**config.mk**
```make
export PLATFORM = sky130hd
export DESIGN_NAME = pdc_top
export DESIGN_NICKNAME = d
export VERILOG_FILES = /design/src/pdc_pkg.sv /design/src/pdc_rx_decoder.sv /design/src/pdc_top.sv
export SDC_FILE = /design/constraint.sdc
export NUM_CORES = 1
export LEC_CHECK = 0
export BUFFER_PORTS_ARGS = -buffer_cell sky130_fd_sc_hd__buf_2
export CAP_MARGIN = 20
export CORE_MARGIN = 3
export CORE_UTILIZATION = 42
export CTS_BUF_LIST = sky130_fd_sc_hd__clkbuf_2 sky130_fd_sc_hd__clkbuf_4 sky130_fd_sc_hd__clkbuf_8
export CTS_CLUSTER_DIAMETER = 50
export DETAILED_ROUTE_END_ITERATION = 7
export MAX_ROUTING_LAYER = met4
export PLACE_DENSITY = 0.71
export SLEW_MARGIN = 5
export SYNTH_ARGS = -nofsm -noshare
export SYNTH_HDL_FRONTEND = slang
export SYNTH_SLANG_ARGS = --single-unit
```
**constraint.sdc**
```tcl
create_clock -name aclk -period 1.88 [get_ports aclk]
set_input_delay 0 -clock aclk [delete_from_list [all_inputs] [get_ports aclk]]
set_output_delay 0 -clock aclk [all_outputs]
set_load 0.01 [all_outputs]
```
**src/pdc_pkg.sv**
```systemverilog
`default_nettype none
package pdc_pkg;

	// ----------------------------------------
	// Register map
	// ----------------------------------------
	localparam logic [7:0] CTRL_ADDR = 8'h00;
	localparam logic [7:0] STATUS_ADDR = 8'h04;
	localparam int CTRL_EQ_DIS_BIT = 0;
	localparam int CTRL_COLL_TEST_BIT = 1;
	localparam int CTRL_FULL_DPX_BIT = 2;
	localparam int CTRL_SPEED100_BIT = 3;
	localparam int CTRL_LOOPBACK_BIT = 4;
	localparam logic [4:0] CTRL_RESET = 5'h08;
	localparam int STAT_LINK_BIT = 0;
	localparam int STAT_COL_BIT = 1;
	localparam int STAT_CRS_BIT = 2;
	localparam int STAT_BAD_SSD_BIT = 3;
	localparam int STAT_BAD_ESD_BIT = 4;
	localparam logic [1:0] RESP_OKAY = 2'h0;
	localparam logic [1:0] RESP_SLVERR = 2'h2;

	// ----------------------------------------
	// Code groups
	// ----------------------------------------
	localparam logic [4:0] SYM_I = 5'h1f;
	localparam logic [4:0] SYM_J = 5'h18;
	localparam logic [4:0] SYM_K = 5'h11;
	localparam logic [4:0] SYM_T = 5'h0d;
	localparam logic [4:0] SYM_R = 5'h07;
	localparam logic [3:0] NIB_FIVE = 4'h5;
	localparam logic [3:0] NIB_FALSE_CARRIER = 4'he;

	// ----------------------------------------
	// Timing
	// ----------------------------------------
	localparam int CLK_PERIOD_NS = 5;
	localparam int SOI_NS = 250;
	localparam int SOI_CYCLES = (SOI_NS + CLK_PERIOD_NS - 1) / CLK_PERIOD_NS;

	// ----------------------------------------
	// Carriers
	// ----------------------------------------
	typedef struct packed {
		logic dv;
		logic er;
		logic [3:0] d;
	} pdc_rx_type;

	typedef struct packed {
		logic crs;
		logic dv;
		logic er;
		logic [3:0] d;
	} pdc_mii_rx_type;

	typedef struct packed {
		logic drive;
		logic soi;
		logic [4:0] code;
	} pdc_tx_line_type;

	// ----------------------------------------
	// 4B5B tables
	// ----------------------------------------
	function automatic logic [4:0] pdc_encode(input logic [3:0] nib);
		logic [79:0] table_v;
		table_v = {5'h1d, 5'h1c, 5'h1b, 5'h1a, 5'h17, 5'h16, 5'h13, 5'h12,
			5'h0f, 5'h0e, 5'h0b, 5'h0a, 5'h15, 5'h14, 5'h09, 5'h1e};
		return table_v[nib * 5 +: 5];
	endfunction

	function automatic logic [4:0] pdc_decode(input logic [4:0] code);
		logic [4:0] result;
		result = 5'h10;
		for (int n = 0; n < 16; n++) begin
			if (pdc_encode(4'(n)) == code) begin
				result = {1'b0, 4'(n)};
			end
		end
		return result;
	endfunction

endpackage
`default_nettype wire

```
**src/pdc_rx_decoder.sv**
```systemverilog
`default_nettype none
module pdc_rx_decoder (
	input wire logic aclk,
	input wire logic aresetn,
	input wire logic enable,
	input wire logic [4:0] rx_code,
	output pdc_pkg::pdc_rx_type rx,
	output logic active,
	output logic nonidle,
	output logic bad_ssd,
	output logic bad_esd
);
	typedef enum logic [1:0] {ST_IDLE, ST_FALSE, ST_RECV} pdc_dec_state_type;

	// ----------------------------------------
	// Window of two code groups
	// ----------------------------------------
	logic [4:0] prev_code;
	logic first_k;
	pdc_dec_state_type state;
	pdc_dec_state_type next_state;
	wire logic [9:0] window = {prev_code, rx_code};
	wire logic is_ii = window == {pdc_pkg::SYM_I, pdc_pkg::SYM_I};
	wire logic is_jk = window == {pdc_pkg::SYM_J, pdc_pkg::SYM_K};
	wire logic is_tr = window == {pdc_pkg::SYM_T, pdc_pkg::SYM_R};
	wire logic is_ij = window == {pdc_pkg::SYM_I, pdc_pkg::SYM_J};
	wire logic [4:0] prev_dec = pdc_pkg::pdc_decode(prev_code);

	// Two zeros with at least one bit between them
	function automatic logic split_zeros(input logic [9:0] w);
		logic hit;
		hit = 1'b0;
		for (int a = 0; a < 10; a++) begin
			for (int b = a + 2; b < 10; b++) begin
				if (!w[a] && !w[b]) begin
					hit = 1'b1;
				end
			end
		end
		return hit;
	endfunction

	// Idle then J is the leading half of a start, not a false carrier
	wire logic false_start = !is_ii && !is_jk && !is_ij && split_zeros(window);

	always_comb begin
		next_state = state;
		case (state)
			ST_IDLE: begin
				if (is_jk) begin
					next_state = ST_RECV;
				end else if (false_start) begin
					next_state = ST_FALSE;
				end
			end
			ST_FALSE: begin
				if (is_ii) begin
					next_state = ST_IDLE;
				end
			end
			ST_RECV: begin
				if (is_tr || is_ii) begin
					next_state = ST_IDLE;
				end
			end
			default: next_state = ST_IDLE;
		endcase
		if (!enable) begin
			next_state = ST_IDLE;
		end
	end

	always_ff @(posedge aclk) begin
		if (!aresetn) begin
			state <= ST_IDLE;
			prev_code <= pdc_pkg::SYM_I;
			first_k <= 1'b0;
			rx <= '0;
			active <= 1'b0;
			nonidle <= 1'b0;
			bad_ssd <= 1'b0;
			bad_esd <= 1'b0;
		end else begin
			state <= next_state;
			prev_code <= rx_code;
			nonidle <= enable && rx_code != pdc_pkg::SYM_I;
			active <= next_state == ST_RECV;
			bad_ssd <= enable && state == ST_IDLE && !is_jk && false_start;
			bad_esd <= enable && state == ST_RECV && !is_tr && is_ii;
			first_k <= state == ST_IDLE && is_jk;
			rx <= '0;
			if (enable) begin
				case (state)
					ST_IDLE: begin
						if (is_jk) begin
							rx <= '{dv: 1'b1, er: 1'b0, d: pdc_pkg::NIB_FIVE};
						end else if (false_start) begin
							rx <= '{dv: 1'b0, er: 1'b1, d: pdc_pkg::NIB_FALSE_CARRIER};
						end
					end
					ST_RECV: begin
						if (first_k) begin
							rx <= '{dv: 1'b1, er: 1'b0, d: pdc_pkg::NIB_FIVE};
						end else if (is_tr) begin
							rx <= '0;
						end else if (is_ii) begin
							rx <= '{dv: 1'b1, er: 1'b1, d: 4'h0};
						end else begin
							rx <= '{dv: 1'b1, er: prev_dec[4], d: prev_dec[3:0]};
						end
					end
					default: rx <= '0;
				endcase
			end
		end
	end

endmodule
`default_nettype wire

```
**src/pdc_top.sv**
```systemverilog
// The placing of the registers and register access over AXI4-Lite were chosen for this implementation.
`default_nettype none
module pdc_top #(
	parameter int EQ_WIDTH = 4,
	parameter logic [EQ_WIDTH-1:0] EQ_ZERO_LEN = '0,
	parameter int SOI_LEN = pdc_pkg::SOI_CYCLES
) (
	input wire logic aclk,
	input wire logic aresetn,
	input wire logic [7:0] s_axi_awaddr,
	input wire logic s_axi_awvalid,
	output logic s_axi_awready,
	input wire logic [31:0] s_axi_wdata,
	input wire logic [3:0] s_axi_wstrb,
	input wire logic s_axi_wvalid,
	output logic s_axi_wready,
	output logic [1:0] s_axi_bresp,
	output logic s_axi_bvalid,
	input wire logic s_axi_bready,
	input wire logic [7:0] s_axi_araddr,
	input wire logic s_axi_arvalid,
	output logic s_axi_arready,
	output logic [31:0] s_axi_rdata,
	output logic [1:0] s_axi_rresp,
	output logic s_axi_rvalid,
	input wire logic s_axi_rready,
	input wire logic tx_en,
	input wire logic [3:0] txd,
	output pdc_pkg::pdc_mii_rx_type mii_rx,
	output logic col,
	output pdc_pkg::pdc_tx_line_type twisted_pair_tx_out,
	input wire logic [4:0] rx_code,
	input wire logic descr_locked,
	input wire logic [3:0] rx10_nibble,
	input wire logic squelch10_pin,
	input wire logic soi10_pin,
	input wire logic nlp_link_ok_pin,
	input wire logic squelch100_pin,
	input wire logic sqe_test_pin,
	input wire logic jabber_pin,
	input wire logic [EQ_WIDTH-1:0] eq_adapt,
	output logic [EQ_WIDTH-1:0] eq_setting,
	output logic link_pass
);
	typedef enum logic [2:0] {TX_IDLE, TX_J, TX_K, TX_DATA, TX_T, TX_R} pdc_tx_state_type;
	pdc_tx_state_type tx_state;
	pdc_tx_state_type next_tx_state;
	// ----------------------------------------
	// Pin synchronisers
	// ----------------------------------------
	logic [5:0] pin_meta;
	logic [5:0] pin_sync;
	wire logic squelch10 = pin_sync[0];
	wire logic soi10 = pin_sync[1];
	wire logic nlp_ok = pin_sync[2];
	wire logic squelch100 = pin_sync[3];
	wire logic sqe_test = pin_sync[4];
	wire logic jabber = pin_sync[5];
	always_ff @(posedge aclk) begin
		if (!aresetn) begin
			pin_meta <= '0;
			pin_sync <= '0;
		end else begin
			pin_meta <= {jabber_pin, sqe_test_pin, squelch100_pin, nlp_link_ok_pin,
				soi10_pin, squelch10_pin};
			pin_sync <= pin_meta;
		end
	end
	// ----------------------------------------
	// Register bus
	// ----------------------------------------
	logic [4:0] ctrl;
	logic bad_ssd_flag;
	logic bad_esd_flag;
	logic aw_held;
	logic w_held;
	logic [7:0] aw_addr;
	logic [31:0] w_data;
	logic [3:0] w_strb;
	wire logic aw_take = s_axi_awvalid && s_axi_awready;
	wire logic w_take = s_axi_wvalid && s_axi_wready;
	wire logic do_write = aw_held && w_held && !s_axi_bvalid;
	wire logic wr_ctrl = do_write && aw_addr == pdc_pkg::CTRL_ADDR && w_strb[0];
	wire logic wr_stat = do_write && aw_addr == pdc_pkg::STATUS_ADDR && w_strb[0];
	wire logic wr_known = aw_addr == pdc_pkg::CTRL_ADDR || aw_addr == pdc_pkg::STATUS_ADDR;
	wire logic clr_ssd = wr_stat && w_data[pdc_pkg::STAT_BAD_SSD_BIT];
	wire logic clr_esd = wr_stat && w_data[pdc_pkg::STAT_BAD_ESD_BIT];
	wire logic ar_take = s_axi_arvalid && s_axi_arready;
	wire logic eq_dis = ctrl[pdc_pkg::CTRL_EQ_DIS_BIT];
	wire logic coll_test = ctrl[pdc_pkg::CTRL_COLL_TEST_BIT];
	wire logic full_dpx = ctrl[pdc_pkg::CTRL_FULL_DPX_BIT];
	wire logic speed100 = ctrl[pdc_pkg::CTRL_SPEED100_BIT];
	wire logic loopback = ctrl[pdc_pkg::CTRL_LOOPBACK_BIT];
	logic [31:0] stat_word;
	logic [31:0] read_word;
	logic read_known;
	always_ff @(posedge aclk) begin
		if (!aresetn) begin
			s_axi_awready <= 1'b1;
			s_axi_wready <= 1'b1;
			aw_held <= 1'b0;
			w_held <= 1'b0;
			aw_addr <= '0;
			w_data <= '0;
			w_strb <= '0;
			s_axi_bvalid <= 1'b0;
			s_axi_bresp <= pdc_pkg::RESP_OKAY;
			ctrl <= pdc_pkg::CTRL_RESET;
		end else begin
			if (aw_take) begin
				aw_held <= 1'b1;
				aw_addr <= s_axi_awaddr;
				s_axi_awready <= 1'b0;
			end
			if (w_take) begin
				w_held <= 1'b1;
				w_data <= s_axi_wdata;
				w_strb <= s_axi_wstrb;
				s_axi_wready <= 1'b0;
			end
			if (do_write) begin
				s_axi_bvalid <= 1'b1;
				s_axi_bresp <= wr_known ? pdc_pkg::RESP_OKAY : pdc_pkg::RESP_SLVERR;
				aw_held <= 1'b0;
				w_held <= 1'b0;
			end
			if (s_axi_bvalid && s_axi_bready) begin
				s_axi_bvalid <= 1'b0;
				s_axi_awready <= 1'b1;
				s_axi_wready <= 1'b1;
			end
			if (wr_ctrl) begin
				ctrl <= w_data[4:0];
			end
		end
	end
	always_comb begin
		stat_word = '0;
		stat_word[pdc_pkg::STAT_LINK_BIT] = link_pass;
		stat_word[pdc_pkg::STAT_COL_BIT] = col;
		stat_word[pdc_pkg::STAT_CRS_BIT] = mii_rx.crs;
		stat_word[pdc_pkg::STAT_BAD_SSD_BIT] = bad_ssd_flag;
		stat_word[pdc_pkg::STAT_BAD_ESD_BIT] = bad_esd_flag;
		read_known = 1'b1;
		case (s_axi_araddr)
			pdc_pkg::CTRL_ADDR: read_word = {27'h0, ctrl};
			pdc_pkg::STATUS_ADDR: read_word = stat_word;
			default: begin
				read_word = '0;
				read_known = 1'b0;
			end
		endcase
	end

	always_ff @(posedge aclk) begin
		if (!aresetn) begin
			s_axi_arready <= 1'b1;
			s_axi_rvalid <= 1'b0;
			s_axi_rdata <= '0;
			s_axi_rresp <= pdc_pkg::RESP_OKAY;
		end else if (ar_take) begin
			s_axi_arready <= 1'b0;
			s_axi_rvalid <= 1'b1;
			s_axi_rdata <= read_word;
			s_axi_rresp <= read_known ? pdc_pkg::RESP_OKAY : pdc_pkg::RESP_SLVERR;
		end else if (s_axi_rvalid && s_axi_rready) begin
			s_axi_rvalid <= 1'b0;
			s_axi_arready <= 1'b1;
		end
	end
	// ----------------------------------------
	// 100 Mbps receive decoder
	// ----------------------------------------
	pdc_pkg::pdc_rx_type dec_rx;
	logic dec_active;
	logic dec_nonidle;
	logic dec_bad_ssd;
	logic dec_bad_esd;
	pdc_rx_decoder u_dec (
		.aclk(aclk),
		.aresetn(aresetn),
		.enable(speed100),
		.rx_code(rx_code),
		.rx(dec_rx),
		.active(dec_active),
		.nonidle(dec_nonidle),
		.bad_ssd(dec_bad_ssd),
		.bad_esd(dec_bad_esd)
	);
	// Set beats a same-cycle clear so no event is lost
	always_ff @(posedge aclk) begin
		if (!aresetn) begin
			bad_ssd_flag <= 1'b0;
			bad_esd_flag <= 1'b0;
		end else begin
			bad_ssd_flag <= dec_bad_ssd || (bad_ssd_flag && !clr_ssd);
			bad_esd_flag <= dec_bad_esd || (bad_esd_flag && !clr_esd);
		end
	end
	// ----------------------------------------
	// 10 Mbps receive framing
	// ----------------------------------------
	logic rx10_active;
	wire logic next_rx10_active = speed100 ? 1'b0 :
		soi10 ? 1'b0 : (squelch10 || rx10_active);
	always_ff @(posedge aclk) begin
		if (!aresetn) begin
			rx10_active <= 1'b0;
		end else begin
			rx10_active <= next_rx10_active;
		end
	end
	// ----------------------------------------
	// Collision and link
	// ----------------------------------------
	wire logic next_link = speed100 ? (squelch100 && descr_locked) : nlp_ok;
	wire logic tx_busy = tx_en || tx_state != TX_IDLE;
	wire logic receiving = speed100 ? dec_nonidle : squelch10;
	wire logic coll_ok = !full_dpx && link_pass && !loopback;
	wire logic coll_raw = tx_busy && receiving && coll_ok;
	wire logic coll_10 = !speed100 && (sqe_test || jabber);
	wire logic next_col = coll_test ? tx_en : (coll_raw || coll_10);
	pdc_pkg::pdc_mii_rx_type next_mii;
	always_comb begin
		if (speed100) begin
			next_mii = {dec_active || dec_rx.dv, dec_rx};
		end else begin
			next_mii.crs = next_rx10_active;
			next_mii.dv = next_rx10_active;
			next_mii.er = 1'b0;
			next_mii.d = (next_rx10_active && !coll_raw) ? rx10_nibble : 4'h0;
		end
	end

	always_ff @(posedge aclk) begin
		if (!aresetn) begin
			link_pass <= 1'b0;
			col <= 1'b0;
			mii_rx <= '0;
			eq_setting <= EQ_ZERO_LEN;
		end else begin
			link_pass <= next_link;
			col <= next_col;
			mii_rx <= next_mii;
			eq_setting <= eq_dis ? EQ_ZERO_LEN : eq_adapt;
		end
	end
	// ----------------------------------------
	// Transmit encoder
	// ----------------------------------------
	logic [15:0] soi_count;
	logic tx_en_d;
	logic [4:0] next_code;
	wire logic soi_start = !speed100 && tx_en_d && !tx_en;
	// Jabber only cuts the driver at 10 Mbps; the test mode never drives
	wire logic drive_block = coll_test || (!speed100 && jabber);
	always_comb begin
		next_tx_state = tx_state;
		next_code = pdc_pkg::SYM_I;
		case (tx_state)
			TX_IDLE: begin
				if (tx_en) begin
					next_tx_state = TX_J;
				end
			end
			TX_J: next_tx_state = TX_K;
			TX_K: next_tx_state = tx_en ? TX_DATA : TX_T;
			TX_DATA: begin
				if (!tx_en) begin
					next_tx_state = TX_T;
				end
			end
			TX_T: next_tx_state = TX_R;
			TX_R: next_tx_state = TX_IDLE;
			default: next_tx_state = TX_IDLE;
		endcase
		if (!speed100) begin
			next_tx_state = TX_IDLE;
		end
		case (next_tx_state)
			TX_J: next_code = pdc_pkg::SYM_J;
			TX_K: next_code = pdc_pkg::SYM_K;
			TX_DATA: next_code = pdc_pkg::pdc_encode(txd);
			TX_T: next_code = pdc_pkg::SYM_T;
			TX_R: next_code = pdc_pkg::SYM_R;
			default: next_code = pdc_pkg::SYM_I;
		endcase
	end

	always_ff @(posedge aclk) begin
		if (!aresetn) begin
			tx_state <= TX_IDLE;
			tx_en_d <= 1'b0;
			soi_count <= '0;
			twisted_pair_tx_out <= '0;
		end else begin
			tx_state <= next_tx_state;
			tx_en_d <= tx_en;
			if (soi_start) begin
				soi_count <= 16'(SOI_LEN);
			end else if (soi_count != '0) begin
				soi_count <= soi_count - 16'h1;
			end
			if (speed100) begin
				twisted_pair_tx_out.code <= next_code;
				twisted_pair_tx_out.soi <= 1'b0;
				twisted_pair_tx_out.drive <= next_tx_state != TX_IDLE && !drive_block;
			end else begin
				twisted_pair_tx_out.code <= {1'b0, txd};
				twisted_pair_tx_out.soi <= soi_start || soi_count > 16'h1;
				twisted_pair_tx_out.drive <= (tx_en || soi_start || soi_count > 16'h1) &&
					!drive_block;
			end
		end
	end
	// ----------------------------------------
	// Checks
	// ----------------------------------------
	eq_forced_a: assert property (@(posedge aclk) disable iff (!aresetn)
		eq_dis |=> eq_setting == EQ_ZERO_LEN) else $error("equalizer not forced");
	coll_detect_a: assert property (@(posedge aclk) disable iff (!aresetn)
		(!coll_test && coll_raw) |=> col) else $error("collision missed");
	coll_inhibit_a: assert property (@(posedge aclk) disable iff (!aresetn)
		(!coll_test && full_dpx && !coll_10) |=> !col) else $error("collision in full duplex");
	rx10_zero_a: assert property (@(posedge aclk) disable iff (!aresetn)
		(!speed100 && coll_raw) |=> mii_rx.d == 4'h0) else $error("10M data not zeroed");
	jabber_col_a: assert property (@(posedge aclk) disable iff (!aresetn)
		(!coll_test && !speed100 && jabber) |=> col && !twisted_pair_tx_out.drive)
		else $error("jabber not signalled");
	coll_test_a: assert property (@(posedge aclk) disable iff (!aresetn)
		coll_test |=> col == $past(tx_en) && !twisted_pair_tx_out.drive)
		else $error("collision test loop wrong");
	tx_ssd_a: assert property (@(posedge aclk) disable iff (!aresetn)
		(speed100 && $rose(tx_en) && tx_state == TX_IDLE) ##1 speed100 |->
		(twisted_pair_tx_out.code == pdc_pkg::SYM_J) ##1
		(twisted_pair_tx_out.code == pdc_pkg::SYM_K)) else $error("start delimiter wrong");
	tx_esd_a: assert property (@(posedge aclk) disable iff (!aresetn)
		(speed100 && tx_state == TX_DATA && !tx_en) ##1 speed100 |->
		(twisted_pair_tx_out.code == pdc_pkg::SYM_T) ##1
		(twisted_pair_tx_out.code == pdc_pkg::SYM_R)) else $error("end delimiter wrong");
	ssd_sticky_a: assert property (@(posedge aclk) disable iff (!aresetn)
		dec_bad_ssd |=> bad_ssd_flag) else $error("bad start flag lost");
	soi_pulse_a: assert property (@(posedge aclk) disable iff (!aresetn)
		(soi_start && !drive_block) |=> twisted_pair_tx_out.soi) else $error("no start of idle");
	link_a: assert property (@(posedge aclk) disable iff (!aresetn)
		(speed100 && !descr_locked) |=> !link_pass) else $error("link without lock");
endmodule
`default_nettype wire

```
Word level (Yosys, flattened, before mapping)
Index checks and enable logic that the tools add are counted.
Word-level totals
  register bits after elaboration: 135
  bits of input ports: 84
  output and inout bits: 61
  logic and storage cells: 298
Cells by class
  add/sub/neg operators: 1
  multiply operators: 1
  magnitude comparators: 1
  equal/unequal tests: 35
  shift-type cells: 1
  muxes and demuxes: 88
  bitwise logic cells: 1
  reduce and logical (&&, ||, !) cells: 126
Operator list (number)
  5-bit two-way mux: 18
  80-bit by 8-bit indexed part select with 5-bit output (first input constant): 1
  1-bit logical AND: 74
  5-bit equality test (first input constant): 11
  1-bit two-way mux: 46
  10-bit equality test (second input constant): 3
  6-bit two-way mux: 5
  4-bit by 5-bit equality test with 1-bit output (first input constant): 5
  5-bit one-hot mux with 5 select lines: 1
  1-bit logical NOT: 23
  8-bit by 3-bit equality test with 1-bit output (second input constant): 2
  16-bit by 1-bit greater-than comparator with 1-bit output (second input constant): 1
  8-bit logical NOT: 2
  16-bit nonzero test: 1
  16-bit by 1-bit subtractor with 16-bit output (second input constant): 1
  3-bit one-hot mux with 5 select lines: 1
  2-bit two-way mux: 7
  7-bit two-way mux: 2
  1-bit logical OR: 13
  3-bit by 2-bit equality test with 1-bit output (second input constant): 4
  3-bit two-way mux: 4
  6-bit one-hot mux with 2 select lines: 1
  2-bit OR reduction: 6
  10-bit by 9-bit equality test with 1-bit output (second input constant): 1
  other kinds (15): 21

Logic depth before layout (Yosys ltp)
  word-level depth: 44
  gate-level depth with buffers: 7
  depth with buffers taken out: 7

Modules after synthesis
A second synthesis with hierarchy kept.
Second synthesis, totals
  cell total of the unflattened synthesis: 528
  area total of the unflattened synthesis: 4642.0 um^2
By module, submodules not included
  pdc_top: instances 1, cells an instance 426, area an instance 3744.8 um^2, seq. area each 1761.7 um^2
  pdc_rx_decoder: instances 1, cells an instance 102, area an instance 897.1 um^2, seq. area each 360.3 um^2

Worst setup path before layout
Ideal clock, no wire load.
  kind: reg-to-reg
  from: register soi_count[0]
  to: register soi_count[14]
  library setup time: 0.128 ns
  arrival: 1.833 ns
  required time: 1.752 ns
  setup slack: -0.081 ns
  cell stages (with the launch flop): 8
  path buffers: 0
  clock period less this slack: 1.961 ns
  path through: dfxtp_1 -> inv_1 -> ha_1 -> or4b_1 -> a2111oi_2 -> nand2_1 -> xor2_1 -> nor2_1
Between the ends
  word-level cells in the longest chain between the ends: 1
  elaborated cells on any way between the ends: 2
  classes of those cells: add/sub: 1; reduce/logical: 1
RTL lines
  start: declaration: RTL line pdc_top.sv:251  | logic [15:0] soi_count;
  start signal: assignment: RTL line pdc_top.sv:300  | soi_count <= 16'(SOI_LEN);
  start signal: assignment: RTL line pdc_top.sv:302  | soi_count <= soi_count - 16'h1;
  16-bit by 1-bit subtractor with 16-bit output / 16-bit nonzero test (equally long branches): RTL line pdc_top.sv:302, pdc_top.sv:301
Several ways; a longest one is shown, not always the timed one.
A chain may end at the register's enable or synchronous reset.

Worst setup path in the final report
  from: register soi_count[0]
  to: register soi_count[8]
The elaborated chain is that of the path after synthesis.

==> summary.md <==
| Metric | Value |
|---|---|
| Run status | `complete, but fails checks` |
| Failing checks | `setup timing` |
| Via/cell ratio | `5.00` |
| Worst skew pair latency | `0.37 ns` |
| Worst r2r src | `soi_count[0]$_SDFFE_PP0P_` |
| Yosys top cell by area | `dfxtp_1` |
| Int Power | `0.00432 W` |
| DRC | `0` |
| CTS tree | `done` |
| Drt wl/cell | `13.2 um` |
| List of most frequent post-synthesis cells | `dfxtp_1, nor2_1, nand2_1` |
| Cell chain of the critical path | `inv_2 -> ha_4 -> or4b_4 -> or4_1 -> nor2_1 -> xnor2_1 -> nor2_1` |
| Sequential share of the synthesized area | `0.476` |
| Post-route ant nets | `0` |
| Fmax | `0.531 GHz` |
| Reg2reg end | `soi_count[8]$_SDFFE_PP0P_` |
| Worst EP required | `2.13 ns` |
| Cell variety after synth | `a little under 60` |
| Worst VDD drop | `a little under 0.9 mV` |
| N_diodes | `0` |
| Max-cap viol count | `0` |
| Yosys reg bits | `about 110` |
| Min-Delay Endpoint | `s_axi_rvalid$_SDFFE_PN0P_` |
| Synth Area per Inst | `8.77 sq um` |
| Synth async-reset ratio | `0` |
| Arrival time worst endpoint | `2.13 ns` |
| Hold path depth | `3` |
| Hold_ws | `about 0.032 ns` |
| Synthesis warning total | `0` |
| Area of the die | `~12000 sq um` |
| Final Hold Vio Count | `0` |
| Vias | `3972` |
| Nets@finish | `745` |
| Combinational group share of total power | `0.354` |
| Leakage | `roughly 2.5 nW` |
| Initial antenna violation count | `0` |
| RSZ-0062 raised after global routing | `true` |
| CTS Sinks | `106` |
| Worst-path clk slew | `0.10 ns` |
| DP Wirelength | `7360 um` |
| Switching share of power | `0.331` |
| Most frequent cell after synthesis | `dfxtp_1` |
| Post-synthesis simple-gate area fraction | `0.241` |
| Mux contribution to synthesized area | `0.0306` |
| Pwr per Cell Area | `1110 nW/um^2` |
| Critical path peak fanout | `4` |
| Non-filler cells, final | `795` |
| I/O Buffers | `85` |
| Top cell by count, worst path | `nor2_1` |
| Yosys top cell area share | `0.476` |
| P_sw | `0.00213 W` |
| CTS buffer count | `9` |
| Sequential share of power | `0.424` |
| Slowest cell on crit path | `or4b_4` |
| Clock Power Share | `0.222` |
| Largest net degree at the start of global routing | `20` |
| Setup WS post-layout | `-0.00210 ns` |
| Inst Count DP | `between 700 and 800` |
| Compound-Gate Fraction of Synth Area | `0.138` |
| CP peak stage delay | `0.49 ns` |
| Vias in the first global route | `~3700` |
| Row cnt | `36` |
| Final period util | `1.00` |
| Width of the die | `109 um` |
| Cells after Synth | `just over 500` |
| Worst-margin pin slew | `between 0.4 and 0.5 ns` |
| Slew margin rel. | `0.664` |
| FF-to-FF path depth | `7` |
| H-tree depth | `3` |
| IO Pins | `about 150` |
| Critical path launch point type | `flop` |
| Global-route wire length before repair | `16600 um` |
| Largest family of logic cells by synthesized area | `simple AND/OR/NAND/NOR gates` |
| CP Capture Type | `flop` |
| GPL Wtd Cong | `0.796` |
| Adder-Cell Fraction of Synth Area | `0.00842` |
| Core area | `10000 sq um` |
| Max Slew Vio Count | `0` |
| Worst Hold Launch | `s_axi_arvalid` |
| Xor/xnor share of the synthesized area | `0.0275` |
| CTS root buf | `clkbuf_8` |
| Initial Util | `0.444` |
| Post-synth top flop | `dfxtp_1` |
| R2R setup slack | `-0.002 ns` |
| Share of post-route cells with drive strength above 1 | `0.224` |
| Grt ovf | `0` |
| Synth area leaders | `dfxtp_1, a21oi_1, buf_4` |
| Number of flops mapped to enable cells by yosys | `0` |
| Place WS | `-0.0616 ns` |
| Total Wirelength | `10500 um` |
| Final setup viols | `1` |
| Area Growth Syn to Fin | `30.9%` |
| Hold WC Path Type | `in -> reg` |
| Mapped Area | `~4500 sq um` |
| DIE HEIGHT | `109 um` |
| Worst Setup Path Type | `reg -> reg` |
| Drt first pass iters | `4` |
| Global-route usage over all layers | `0.180` |
| Final Critical Period | `approximately 1.9 ns` |
| Bufs on Longest Clock Path | `2` |
| Worst Skew | `between 0.008 and 0.009 ns` |
| Initial DRC count | `166` |
## metrics by stage
stage | total power [W] | instance area (sq um) | utilization | setup TNS [ns]
finish | 0.00645 | 5830 | 0.581 | -0.00210
global route | 0.00680 | 5830 | 0.581 | -0.420
CTS | 0.00635 | 5790 | 0.576 | -0.0224
detailed placement | 0.00480 | 5050 | 0.503 | -0.153
global placement | 0.00474 | 5050 | 0.503 | -0.0373
floorplan | 0.00420 | 4580 | - | 0
## cells in the final DEF (no fill, tap or decap), types with 3 or more instances in the layout
cell type,n
buf_4,22
nor2_1,55
a21o_1,3
mux2i_1,11
clkbuf_8,9
nor3_1,13
dfxtp_2,3
nand3b_1,4
or3_1,3
nor3b_1,3
dlygate4sd3_1,51
xor2_1,4
inv_1,12
a22o_1,4
nand2b_1,14
nor4_1,5
conb_1,29
nand3_1,21
o21ai_1,5
nand2_1,47
buf_2,85
nor2b_1,4
a21oi_1,44
a31oi_1,4
dfxtp_1,103
and2_1,20
o21a_1,3
xnor2_1,10
o21ai_0,12
## worst max-delay path by stage
stage / start / to / slack, ns
2_1_floorplan: soi_count[0]$_SDFFE_PP0P_ / soi_count[8]$_SDFFE_PP0P_ / 0.0004
3_3_place_gp: soi_count[0]$_SDFFE_PP0P_ / soi_count[8]$_SDFFE_PP0P_ / -0.04
3_5_place_dp: soi_count[1]$_SDFFE_PN0P_ / soi_count[8]$_SDFFE_PP0P_ / -0.06
4_1_cts: soi_count[7]$_SDFFE_PP0P_ / soi_count[14]$_SDFFE_PP0P_ / -0.02
5_1_grt: soi_count[0]$_SDFFE_PP0P_ / soi_count[8]$_SDFFE_PP0P_ / -0.09
6_report: soi_count[0]$_SDFFE_PP0P_ / soi_count[8]$_SDFFE_PP0P_ / -0.002
## power by group through the flow
stage / Clock (W) / Sequential, W / Combinational (W)
2_1_floorplan: 0 / 0.00275 / 0.00145
3_3_place_gp: 0 / 0.00275 / 0.00199
3_5_place_dp: 0 / 0.00276 / 0.00203
4_1_cts: 0.00146 / 0.00272 / 0.00217
5_1_grt: 0.00154 / 0.00277 / 0.00250
6_report: 0.00143 / 0.00273 / 0.00228
## flip-flops by register name (all words and copies together), names as in the netlist, 2 cells and up
signal               flops
u_dec.state              2
u_dec.prev_code          5
pin_sync                 6
mii_rx                   7
s_axi_rdata              5
twisted_pair_tx_out      7
pin_meta                 6
w_data                   5
u_dec.rx                 6
aw_addr                  8
soi_count               16
ctrl                     5
eq_setting               4
tx_state                 3
## layout make-up
cell class	count	area, sq um
Clock buffer	9	124
Clock inverter	6	73.8
Fill cell	856	4210
Inverter	14	52.6
Multi-Input combinational cell	367	2170
Sequential cell	106	2130
Tap cell	133	166
Timing Repair Buffer	160	1120
## timing repair
item / CTS / global route
pin swaps: 2 / 3
endpoints found under the hold margin: 48 / 0
hold buffers: 51 / 0
buffers inserted: 1 / 0
setup endpoints to repair: 7 / 15
gates resized for setup: 4 / 10
## worst max-delay path, delay by kind of cell, from the launching register on
family        cells  cell delay [ns]
xor+xnor          1             0.13
fa+ha+maj         1             0.15
buf+inv           1             0.08
flops             1             0.35
simple gates      4             1.07
## per-layer routing
metal | up-vias | routed length (um) | track usage
li1 | 1990 | - | -
met1 | 1854 | 4530 | 0.215
met2 | 109 | 5330 | 0.305
met3 | 19 | 453 | 0.0349
met4 | 0 | 204 | 0.0568
met5 | - | 0 | -
## cells by family after synthesis
family                   count (synthesis)
AO/OA/AOI/OAI                           99
adder cells (fa/ha/maj)                  3
other                                    1
buffers and inverters                   63
multiplexers                            13
AND/OR/NAND/NOR                        209
XOR/XNOR                                14
flip-flops                             106
Power figures use the tool's default switching activity.
